`src/rtl/xaui_mdio_pkg.sv`:
```
// Constants, field layout and carrier types of the base management registers
// Notes on behaviour
// - Control bit 15 is global reset, also FIFO clear; ORed with inverted reset pin.
// - After any reset the reset bit reads 1, then clears itself next cycle.
// - Control bit 14 set puts all lanes in loopback; cleared (default) disables it.
// - Control bit 11 selects power-down, default 0; ORed with inverted chip enable.
// - Speed selection bits 13 and 6 are read-only and read 1.
// - Control bits 12, 10, 9 and 7 are read-only and read 0.
// - Control bit 8 reads 1 for full duplex; writes to it are discarded.
// - Status bit 8 reads 1: extended status lives in register 15 (not mapped here; it reads zero).
// - Status bits 15:9 and 6:3 are read-only zero.
// - Status bit 2 is link up; a down condition holds 0 until status is read.
// - Status bit 0 reads 1 (extended capability); jabber bit 1 reads 0.
// - Identifier registers hold identifier bits 3..24, 6-bit model, revision number.
// - First identifier register shows identifier bits 3..18, most significant first.
// - Second identifier register: identifier bits 19..24, then model, then revision.
// - Writes to read-only bits or registers are ignored; unmapped reads return zero.
package xaui_mdio_pkg;

	localparam int ADDR_W = 5;
	localparam int DATA_W = 16;

	// Register addresses
	localparam logic [ADDR_W-1:0] ADDR_CONTROL = 5'h00;
	localparam logic [ADDR_W-1:0] ADDR_STATUS  = 5'h01;
	localparam logic [ADDR_W-1:0] ADDR_ID_HIGH = 5'h02;
	localparam logic [ADDR_W-1:0] ADDR_ID_LOW  = 5'h03;

	// Control field positions
	localparam int CTRL_RESET     = 15;
	localparam int CTRL_LOOPBACK  = 14;
	localparam int CTRL_SPEED_LSB = 13;
	localparam int CTRL_AUTONEG   = 12;
	localparam int CTRL_POWERDOWN = 11;
	localparam int CTRL_ISOLATE   = 10;
	localparam int CTRL_RESTART   = 9;
	localparam int CTRL_DUPLEX    = 8;
	localparam int CTRL_COLTEST   = 7;
	localparam int CTRL_SPEED_MSB = 6;

	// Status field positions
	localparam int STAT_EXT_STATUS = 8;
	localparam int STAT_LINK       = 2;
	localparam int STAT_JABBER     = 1;
	localparam int STAT_EXT_CAP    = 0;

	// Identifier layout: high word, then id bits, model and revision in the low word
	localparam int OUI_W      = 22;
	localparam int MODEL_W    = 6;
	localparam int REV_W      = 4;
	localparam int ID_LOW_W   = OUI_W - DATA_W;

	// Reset values
	localparam logic       CTRL_RESET_INIT = 1'b1;
	localparam logic       LOOPBACK_INIT   = 1'b0;
	localparam logic       POWERDOWN_INIT  = 1'b0;
	localparam logic       LINK_INIT       = 1'b0;
	localparam logic [DATA_W-1:0] ZERO_WORD = 16'h0000;

	// One management access, as presented by the frame engine
	typedef struct packed {
		logic              rd;
		logic              wr;
		logic [ADDR_W-1:0] addr;
		logic [DATA_W-1:0] wdata;
	} req_type;

	// Device pins that steer the control logic
	typedef struct packed {
		logic reset_pin_n;
		logic chip_enable;
		logic link_up;
	} pins_type;

endpackage : xaui_mdio_pkg

```
`src/rtl/latch_low_bit.sv`:
```
// Latched-low flag: any low sample sticks until the owner reads it
`timescale 1ns/100ps
`default_nettype none
module latch_low_bit (
	// Clock and reset
	input  wire logic clk_in,
	input  wire logic rst_n_in,
	// Live level and read strobe
	input  wire logic level_in,
	input  wire logic read_in,
	// Latched value
	output var  logic bit_out
);
	import xaui_mdio_pkg::*;

	// A low level in the read cycle still lands, so no down event is lost
	always_ff @(posedge clk_in or negedge rst_n_in) begin
		if (!rst_n_in) begin
			bit_out <= LINK_INIT;
		end else if (read_in) begin
			bit_out <= level_in;
		end else begin
			bit_out <= bit_out & level_in;
		end
	end
endmodule : latch_low_bit
`default_nettype wire

```
`src/rtl/self_clear_bit.sv`:
```
// Self-clearing control bit, reads one after reset and drops on the next edge
`timescale 1ns/100ps
`default_nettype none
module self_clear_bit (
	// Clock and reset
	input  wire logic clk_in,
	input  wire logic rst_n_in,
	// Set request, held as long as the source of reset is held
	input  wire logic set_in,
	// Stored bit
	output var  logic bit_out
);
	import xaui_mdio_pkg::*;

	// Set wins; with no request the bit clears itself on the next edge
	always_ff @(posedge clk_in or negedge rst_n_in) begin
		if (!rst_n_in) begin
			bit_out <= CTRL_RESET_INIT;
		end else begin
			bit_out <= set_in;
		end
	end
endmodule : self_clear_bit
`default_nettype wire

```
`src/rtl/xaui_mdio_base_regs.sv`:
```
// Base management registers: control, status and the two identifier words
`timescale 1ns/100ps
`default_nettype none
module xaui_mdio_base_regs
	import xaui_mdio_pkg::*;
#(
	// Identifier bits 3..24, bit 3 at the top; value is arbitrary
	parameter logic [OUI_W-1:0]   OUI_BITS  = 22'h2A5C3E,
	// Model number; value is arbitrary
	parameter logic [MODEL_W-1:0] MODEL_NUM = 6'h15,
	// Revision number; value is arbitrary
	parameter logic [REV_W-1:0]   REV_NUM   = 4'h3
) (
	// Management clock and reset
	input  wire logic            clk_in,
	input  wire logic            rst_n_in,
	// Register access from the frame engine
	input  wire req_type         req_in,
	output var  logic [DATA_W-1:0] reg_rdata_out,
	output var  logic            reg_rvalid_out,
	// Device pins
	input  wire pins_type        pins_in,
	// Controls to the datapath
	output var  logic            global_reset_out,
	output var  logic            loopback_out,
	output var  logic            power_down_out
);

	////////////////////////////////////////////////////////////////////////////
	// Elaboration checks

	// The low identifier word must pack exactly into sixteen bits
	if (ID_LOW_W + MODEL_W + REV_W != DATA_W) begin : g_bad_id_layout
		$error("identifier fields do not fill the low word");
	end

	////////////////////////////////////////////////////////////////////////////
	// Decode

	logic ctrl_wr;
	logic stat_rd;
	logic reset_set;
	logic reset_bit;
	logic link_bit;
	logic powerdown_bit;

	// Only the control word takes writes; all other targets drop them
	assign ctrl_wr = req_in.wr && (req_in.addr == ADDR_CONTROL);
	assign stat_rd = req_in.rd && (req_in.addr == ADDR_STATUS);

	// Reset bit is set by a host write of one or by the reset pin held low
	assign reset_set = (ctrl_wr && req_in.wdata[CTRL_RESET]) || !pins_in.reset_pin_n;

	////////////////////////////////////////////////////////////////////////////
	// Identifier words

	// Builds either identifier word from the parameters
	function automatic logic [DATA_W-1:0] id_word(input logic low_word);
		logic [DATA_W-1:0] w;
		w = ZERO_WORD;
		if (low_word) begin
			w = {OUI_BITS[ID_LOW_W-1:0], MODEL_NUM, REV_NUM};
		end else begin
			w = OUI_BITS[OUI_W-1:ID_LOW_W];
		end
		return w;
	endfunction : id_word

	////////////////////////////////////////////////////////////////////////////
	// Control bits

	// Self-clearing global reset bit
	self_clear_bit u_reset_bit (
		.clk_in   (clk_in),
		.rst_n_in (rst_n_in),
		.set_in   (reset_set),
		.bit_out  (reset_bit)
	);

	// Loopback: a global reset returns it to its default
	always_ff @(posedge clk_in or negedge rst_n_in) begin
		if (!rst_n_in) begin
			loopback_out <= LOOPBACK_INIT;
		end else if (reset_bit) begin
			loopback_out <= LOOPBACK_INIT;
		end else if (ctrl_wr) begin
			loopback_out <= req_in.wdata[CTRL_LOOPBACK];
		end
	end

	// Power-down select from software
	always_ff @(posedge clk_in or negedge rst_n_in) begin
		if (!rst_n_in) begin
			powerdown_bit <= POWERDOWN_INIT;
		end else if (reset_bit) begin
			powerdown_bit <= POWERDOWN_INIT;
		end else if (ctrl_wr) begin
			powerdown_bit <= req_in.wdata[CTRL_POWERDOWN];
		end
	end

	// Effective power-down, registered so the pin term costs one cycle
	always_ff @(posedge clk_in or negedge rst_n_in) begin
		if (!rst_n_in) begin
			power_down_out <= POWERDOWN_INIT;
		end else begin
			power_down_out <= powerdown_bit || !pins_in.chip_enable;
		end
	end

	// Effective global reset; also the FIFO clear for the lanes
	always_ff @(posedge clk_in or negedge rst_n_in) begin
		if (!rst_n_in) begin
			global_reset_out <= CTRL_RESET_INIT;
		end else begin
			global_reset_out <= reset_bit || !pins_in.reset_pin_n;
		end
	end

	////////////////////////////////////////////////////////////////////////////
	// Link status

	// Latched-low link flag, rearmed by each status read
	latch_low_bit u_link_bit (
		.clk_in   (clk_in),
		.rst_n_in (rst_n_in),
		.level_in (pins_in.link_up),
		.read_in  (stat_rd),
		.bit_out  (link_bit)
	);

	////////////////////////////////////////////////////////////////////////////
	// Read path

	logic [DATA_W-1:0] next_rdata;

	// Fixed bits are built here; bits 5:0 of control and 7 of status read zero
	always_comb begin
		next_rdata = ZERO_WORD;
		case (req_in.addr)
			ADDR_CONTROL: begin
				next_rdata[CTRL_RESET]     = reset_bit;
				next_rdata[CTRL_LOOPBACK]  = loopback_out;
				next_rdata[CTRL_SPEED_LSB] = 1'b1;
				next_rdata[CTRL_POWERDOWN] = powerdown_bit;
				next_rdata[CTRL_DUPLEX]    = 1'b1;
				next_rdata[CTRL_SPEED_MSB] = 1'b1;
			end
			ADDR_STATUS: begin
				next_rdata[STAT_EXT_STATUS] = 1'b1;
				next_rdata[STAT_LINK]       = link_bit;
				next_rdata[STAT_EXT_CAP]    = 1'b1;
			end
			ADDR_ID_HIGH: begin
				next_rdata = id_word(1'b0);
			end
			ADDR_ID_LOW: begin
				next_rdata = id_word(1'b1);
			end
			default: begin
				next_rdata = ZERO_WORD;
			end
		endcase
	end

	// Read data is captured on the request edge and held until the next read
	always_ff @(posedge clk_in or negedge rst_n_in) begin
		if (!rst_n_in) begin
			reg_rdata_out <= ZERO_WORD;
		end else if (req_in.rd) begin
			reg_rdata_out <= next_rdata;
		end
	end

	// One-cycle marker of fresh read data
	always_ff @(posedge clk_in or negedge rst_n_in) begin
		if (!rst_n_in) begin
			reg_rvalid_out <= 1'b0;
		end else begin
			reg_rvalid_out <= req_in.rd;
		end
	end

	////////////////////////////////////////////////////////////////////////////
	// Assertions

	// A reset write raises the bit, then the global reset output one cycle later
	a_reset_write_acts: assert property (@(posedge clk_in) disable iff (!rst_n_in)
		ctrl_wr && req_in.wdata[CTRL_RESET] |=> reset_bit ##1 global_reset_out)
		else $error("reset write did not reach the global reset output");

	// The pin reset alone drives the global reset output
	a_pin_reset_acts: assert property (@(posedge clk_in) disable iff (!rst_n_in)
		!pins_in.reset_pin_n |=> global_reset_out && reset_bit)
		else $error("reset pin did not assert global reset");

	// Without a new request the reset bit is gone on the next edge after it was set
	a_reset_self_clear: assert property (@(posedge clk_in) disable iff (!rst_n_in)
		reset_bit ##1 !$past(reset_set) |-> !reset_bit ##1 !reset_bit || $past(reset_set))
		else $error("reset bit failed to clear itself");

	// Loopback follows bit 14 of a control write unless a reset is active
	a_loopback_follows: assert property (@(posedge clk_in) disable iff (!rst_n_in)
		ctrl_wr && !reset_bit |=> loopback_out == $past(req_in.wdata[CTRL_LOOPBACK]))
		else $error("loopback did not follow the control write");

	// Chip enable low forces power-down; register bit low with chip enable high releases it
	a_power_down_or: assert property (@(posedge clk_in) disable iff (!rst_n_in)
		1'b1 |=> power_down_out == ($past(powerdown_bit) || !$past(pins_in.chip_enable)))
		else $error("power-down is not the OR of register and pin");

	// Speed bits read one on every control read
	a_speed_bits_one: assert property (@(posedge clk_in) disable iff (!rst_n_in)
		req_in.rd && req_in.addr == ADDR_CONTROL |=>
		reg_rvalid_out && reg_rdata_out[CTRL_SPEED_LSB] && reg_rdata_out[CTRL_SPEED_MSB])
		else $error("speed selection bits did not read one");

	// Unsupported control features read zero: bits 12, 10, 9 and 7
	a_ctrl_ro_zero: assert property (@(posedge clk_in) disable iff (!rst_n_in)
		req_in.rd && req_in.addr == ADDR_CONTROL |=>
		!reg_rdata_out[CTRL_AUTONEG] && !reg_rdata_out[CTRL_ISOLATE] &&
		!reg_rdata_out[CTRL_RESTART] && !reg_rdata_out[CTRL_COLTEST])
		else $error("read-only zero control bit read one");

	// Duplex bit reads one even right after a write of zero
	a_duplex_fixed: assert property (@(posedge clk_in) disable iff (!rst_n_in)
		ctrl_wr ##1 req_in.rd && req_in.addr == ADDR_CONTROL |=> reg_rdata_out[CTRL_DUPLEX])
		else $error("duplex bit did not read one");

	// Status fixed fields
	a_status_fixed: assert property (@(posedge clk_in) disable iff (!rst_n_in)
		req_in.rd && req_in.addr == ADDR_STATUS |=>
		reg_rdata_out[STAT_EXT_STATUS] && reg_rdata_out[STAT_EXT_CAP] &&
		!reg_rdata_out[STAT_JABBER] && reg_rdata_out[15:9] == 7'h00 &&
		reg_rdata_out[6:3] == 4'h0)
		else $error("status fixed bits read wrong");

	// A down sample shows as zero at the next status read
	a_link_latch_low: assert property (@(posedge clk_in) disable iff (!rst_n_in)
		!pins_in.link_up ##1 stat_rd |=> reg_rvalid_out && !reg_rdata_out[STAT_LINK])
		else $error("latched link down was lost before the read");

	// After a read with the link up, the flag shows up
	a_link_rearm: assert property (@(posedge clk_in) disable iff (!rst_n_in)
		stat_rd && pins_in.link_up |=> link_bit)
		else $error("link flag did not rearm after status read");

	// Identifier words carry the parameter fields in order
	a_id_words: assert property (@(posedge clk_in) disable iff (!rst_n_in)
		req_in.rd && (req_in.addr == ADDR_ID_HIGH || req_in.addr == ADDR_ID_LOW) |=>
		reg_rdata_out == ($past(req_in.addr) == ADDR_ID_LOW ?
		{OUI_BITS[ID_LOW_W-1:0], MODEL_NUM, REV_NUM} : OUI_BITS[OUI_W-1:ID_LOW_W]))
		else $error("identifier word mismatch");

	// Unmapped addresses read zero
	a_unmapped_zero: assert property (@(posedge clk_in) disable iff (!rst_n_in)
		req_in.rd && req_in.addr > ADDR_ID_LOW |=> reg_rdata_out == ZERO_WORD)
		else $error("unmapped address returned nonzero data");

endmodule : xaui_mdio_base_regs
`default_nettype wire

```
`config.mk`:
```
export PLATFORM = sky130hd
export DESIGN_NAME = xaui_mdio_base_regs
export DESIGN_NICKNAME = d
export VERILOG_FILES = /design/src/rtl/xaui_mdio_pkg.sv /design/src/rtl/latch_low_bit.sv /design/src/rtl/self_clear_bit.sv /design/src/rtl/xaui_mdio_base_regs.sv
export SDC_FILE = /design/constraint.sdc
export NUM_CORES = 1
export LEC_CHECK = 0
export ABC_AREA = 1
export BUFFER_PORTS_ARGS = -buffer_cell sky130_fd_sc_hd__buf_4
export CORE_MARGIN = 1.5
export CORE_UTILIZATION = 40
export DETAILED_ROUTE_END_ITERATION = 8
export PLACE_DENSITY = 0.75
export SLEW_MARGIN = 10
export SYNTH_ARGS = -nofsm -noshare
export SYNTH_HDL_FRONTEND = slang
export SYNTH_SLANG_ARGS = --single-unit
```
`constraint.sdc`:
```
create_clock -name clk_in -period 1.1 [get_ports clk_in]
set_clock_uncertainty 0.05 [all_clocks]
set_input_delay 0.22 -clock clk_in [delete_from_list [all_inputs] [get_ports clk_in]]
set_output_delay 0.22 -clock clk_in [all_outputs]
set_load 0.05 [all_outputs]
```
After elaboration in Yosys (flattened, before gate mapping) --
Cells that the tools add are included.
Storage, ports and cells: bits in registers 20, bits of input ports 28, word-level logic and storage cells 39
Operators by class: eq/ne operators 3, muxes and demuxes 13, bitwise gates (word level) 1, reduce and logical (&&, ||, !) cells 14
Operator list (count):
- == test 5 x 2 -> 1 bit, second input constant | 2
- 2-to-1 mux 1 bit | 10
- one-hot mux 3 bit (3 select lines) | 1
- one-hot mux 3 bit (2 select lines) | 1
- == test 5 x 1 -> 1 bit, second input constant | 1
- zero test 5 bit | 1
- OR reduction 2 bit | 2
- OR reduction 4 bit | 1
- logical AND 1 bit | 3
- logical OR 1 bit | 3
- OR reduction 3 bit | 1
- zero test 1 bit | 2
- one-hot mux 1 bit (2 select lines) | 1
- nonzero test 2 bit | 1
- bitwise AND 1 bit | 1

Logic depth before layout (Yosys ltp) --
depth in word-level cells 4, mapped depth 5, gate-level depth less buffers 5

By module --
From an unflattened synthesis, not the netlist that was laid out.
Unflattened totals: cell total of the unflattened synthesis 87, area total of the unflattened synthesis 794.5 sq um
By module, submodules not included:
- xaui_mdio_base_regs | instances 1, cells an instance 82, area an instance 732.0 sq um, sequential area each 401.6 sq um
- latch_low_bit | instances 1, cells an instance 4, area an instance 36.3 sq um, sequential area each 25.0 sq um
- self_clear_bit | instances 1, cells an instance 1, area an instance 26.3 sq um, sequential area each 26.3 sq um

Least setup slack after synthesis --
No wires, ideal clock.
path type register -> output, start register reg_rdata_out[12], end output port reg_rdata_out[12], arrival 0.904 ns, data required time 0.830 ns, path slack -0.074 ns, cell stages (with the launch flop) 2, path buffers 1, path through dfrtp_1 -> buf_4
RTL lines:
- start: declaration | line xaui_mdio_base_regs.sv:19 | output var logic [DATA_W-1:0] reg_rdata_out,
- start signal: assignment | line xaui_mdio_base_regs.sv:171 | reg_rdata_out <= next_rdata;
No word-level cell between the ends.

Worst setup path after layout --
start register global_reset_out, end output port global_reset_out
RTL lines:
- start: declaration | line xaui_mdio_base_regs.sv:24 | output var logic global_reset_out,
- start signal: assignment | line xaui_mdio_base_regs.sv:116 | global_reset_out <= reset_bit || !pins_in.reset_pin_n;
No word-level cell between the ends.

==> out/results.ini <==
[final_layout]
final.fill_count=152
antenna_cells_inserted=0
layout.core_utilization=0.6456
syn2layout_area_growth_pct=48.15
drive_gt1_frac=0.3884
nets=150

[logic_synthesis]
ys_seq_area_frac=0.5829
yosys_warnings=0
synth.largest_area_cell=sky130_fd_sc_hd__dfrtp_1
mean_post_synth_cell_area_um2=9.361
yosys.cell_types.count=15
syn_area_um2=777.0
ys_seq_elements=18
synth_cells=83
netlist.area_leader.share=0.5153
netlist_top_cells_area=sky130_fd_sc_hd__dfrtp_1 (52%), sky130_fd_sc_hd__nand2_1 (13%), sky130_fd_sc_hd__nand3_1 (8.4%)

[global_route]
first_global_vias=613
antenna_found_initial=0
overflow=0
grt_start_max_net_pins=19
global_route_wire_length_before_repair_um=2428
grt_usage=0.1618

[floorplanning]
die_area_mm2=0.002216
initial_standard_cell_utilization_of_the_core=0.4358
num_io_pins=48
die_w_um=47.08
floorplan.rows=15
design.core.area_mm2=0.001783
die_y_um=47.08

[min_path]
hold_class=input port to register

[power_and_ir_drop]
intPower_uw=928.6
power.clock.fraction=0.259
power_switching_uw=394.5
gate_power_share=0.212
ir_worst_vdd_mv=0.6496
cellPowerDensity_mw_per_mm2=1149
part_of_the_total_power_dissipated_in_sequential_elements=0.530
static-leakage-power_nw=0.6236
netSwitchingFraction=0.2982

[setup_path]
critical_path_required_ps=830
cp_top_family=flip-flops
worst-setup-path-type=register to output pin
cp_data_arrival_time_ps=970
startpoint_type=register
critical-path-slowest-cell=sky130_fd_sc_hd__dfstp_2
cp_num_buf_inv=1
max_stage_delay_ps=540
critical_path.max_fanout=1
cp_cell_sequence=buf_6
critPathCaptureType=output pin

[detailed_routing]
first_iter_violations=7
detailroute.via_count=675
dr.pass1.iters=5
drt-vias-per-instance=4.623
post_drt_wl_per_cell_um=10.99
detail-route-antenna-nets=0
remaining_drc_errors=0
drt_wl_total_um=1604

[place]
globalplace.congestion=0.7571
detailedPlacementHpwl_um=1133
placement_setup_slack_ps=47.98
i_o_buffers=30

[sta]
count_of_endpoints_failing_hold_in_the_final_timing_report=0
drv_slew=0
maxClockFrequency_mhz=804.9
final.setup.tns_ps=-574.1
rsz0062_at_grt=true
timing.final.ws_setup_ps=-142.4
period_minus_slack_ps=1242
setup-violations-final=14
min_period_over_period=1.129

[clock_tree]
clk_pin_slew_ps=90
cts_tree=yes
tritoncts_num_sinks=18
cts_root_buffer=sky130_fd_sc_hd__clkbuf_4
cts.path.max_buffers=2
cts_htree_levels=1
cts_buffers=3
clock_insertion_delay_worst_skew_ps=290

[outcome]
failed_checks=negative setup slack
result_of_the_run=complete, but fails checks

[run]
max_cap_violations=0

-- worst paths after layout --
path | to | cells past startpoint | from | slack (ps)
max | global_reset_out | 1 | global_reset_out$_DFF_PN1_ | -140
min | power_down_out$_DFF_PN0_ | 2 | pins_in[1] | 20
max reg2reg | loopback_out$_DFFE_PN0P_ | 3 | u_reset_bit.bit_out$_DFF_PN1_ | 160
min reg2reg | power_down_out$_DFF_PN0_ | 2 | powerdown_bit$_DFFE_PN0P_ | 460
max in group asynchronous | global_reset_out$_DFF_PN1_ | 2 | rst_n_in | 470
min in group asynchronous | reg_rdata_out[4]$_DFFE_PN0P_ | 2 | rst_n_in | 260
-- power groups by stage --
| stage | logic (mW) | clock network (mW) | registers [mW] |
|---|---|---|---|
| CTS | 0.276 | 0.345 | 0.701 |
| global route | 0.299 | 0.374 | 0.703 |
| floorplan | 0.0879 | 0 | 0.782 |
| global placement | 0.249 | 0 | 0.709 |
| detailed placement | 0.252 | 0 | 0.710 |
| finish | 0.280 | 0.342 | 0.701 |
-- through the flow --
stage                     total power, mW  hold slack, ps  area, um2  instances
after floorplan                    0.8701          -125.6      789.5         86
after global placement             0.9584           44.08       1003        135
after detailed placement           0.9613           45.28       1003        135
after CTS                           1.322           4.566       1130        144
after global routing                1.376           8.356       1151        146
final                               1.323           24.55       1151        146
-- Yosys cell counts, drive strengths merged --
library cell  number
buf                6
o21ai              2
nand2             26
a21boi             1
dfstp              2
conb               1
nor2               3
dfrtp             16
nand4              5
nand3             13
inv                8
-- flip-flops by register name (all words and copies together), names as in the netlist --
signal and cells:
reg_rvalid_out 1, powerdown_bit 1, reg_rdata_out 11, power_down_out 1
loopback_out 1, u_link_bit.bit_out 1, global_reset_out 1, u_reset_bit.bit_out 1
-- repair_timing --
item | CTS | global route
hold buffers | 1 | 1
endpoints found under the setup margin | 16 | 16
gates resized for setup | 16 | 1
pin swaps | 0 | 0
buffers inserted | 4 | 1
hold endpoints to repair | 18 | 1
-- kinds of logic (layout without fill, tap and decap cells) --
group | Yosys count | in the layout | synth area share
flip-flops | 18 | 18 | 0.5829
AO/OA/AOI/OAI | 3 | 3 | 0.03220
AND/OR/NAND/NOR | 47 | 47 | 0.2866
other | 1 | 4 | 0.004826
buffers and inverters | 14 | 49 | 0.09340
-- layout by cell type (no fill, tap or decap), drive strengths merged --
cell and n:
dlygate4sd3 2, conb 4, clkbuf 4, buf 35, nor2 3, dfrtp 16, nand4 5, inv 8
o21ai 2, nand3 13, a21boi 1, nand2 26, dfstp 2
-- cell type report --
type,instances,area (um2),share of cell area
multi-input cells,54,262.8,0.2283
flip-flops and latches,18,454.2,0.3946
repair buffers,37,346.6,0.3011
well taps,25,31.28,0.02717
inverters,8,30.03,0.02609
clock buffers,4,26.28,0.02283
-- layer usage --
metal	share of wire	global-route usage
met2	0.50	0.2904
met5	0	0
met4	0.026	0.1167
met1	0.43	0.1707
met3	0.049	0.02308
No activity file was read; power rests on OpenSTA's default activity.
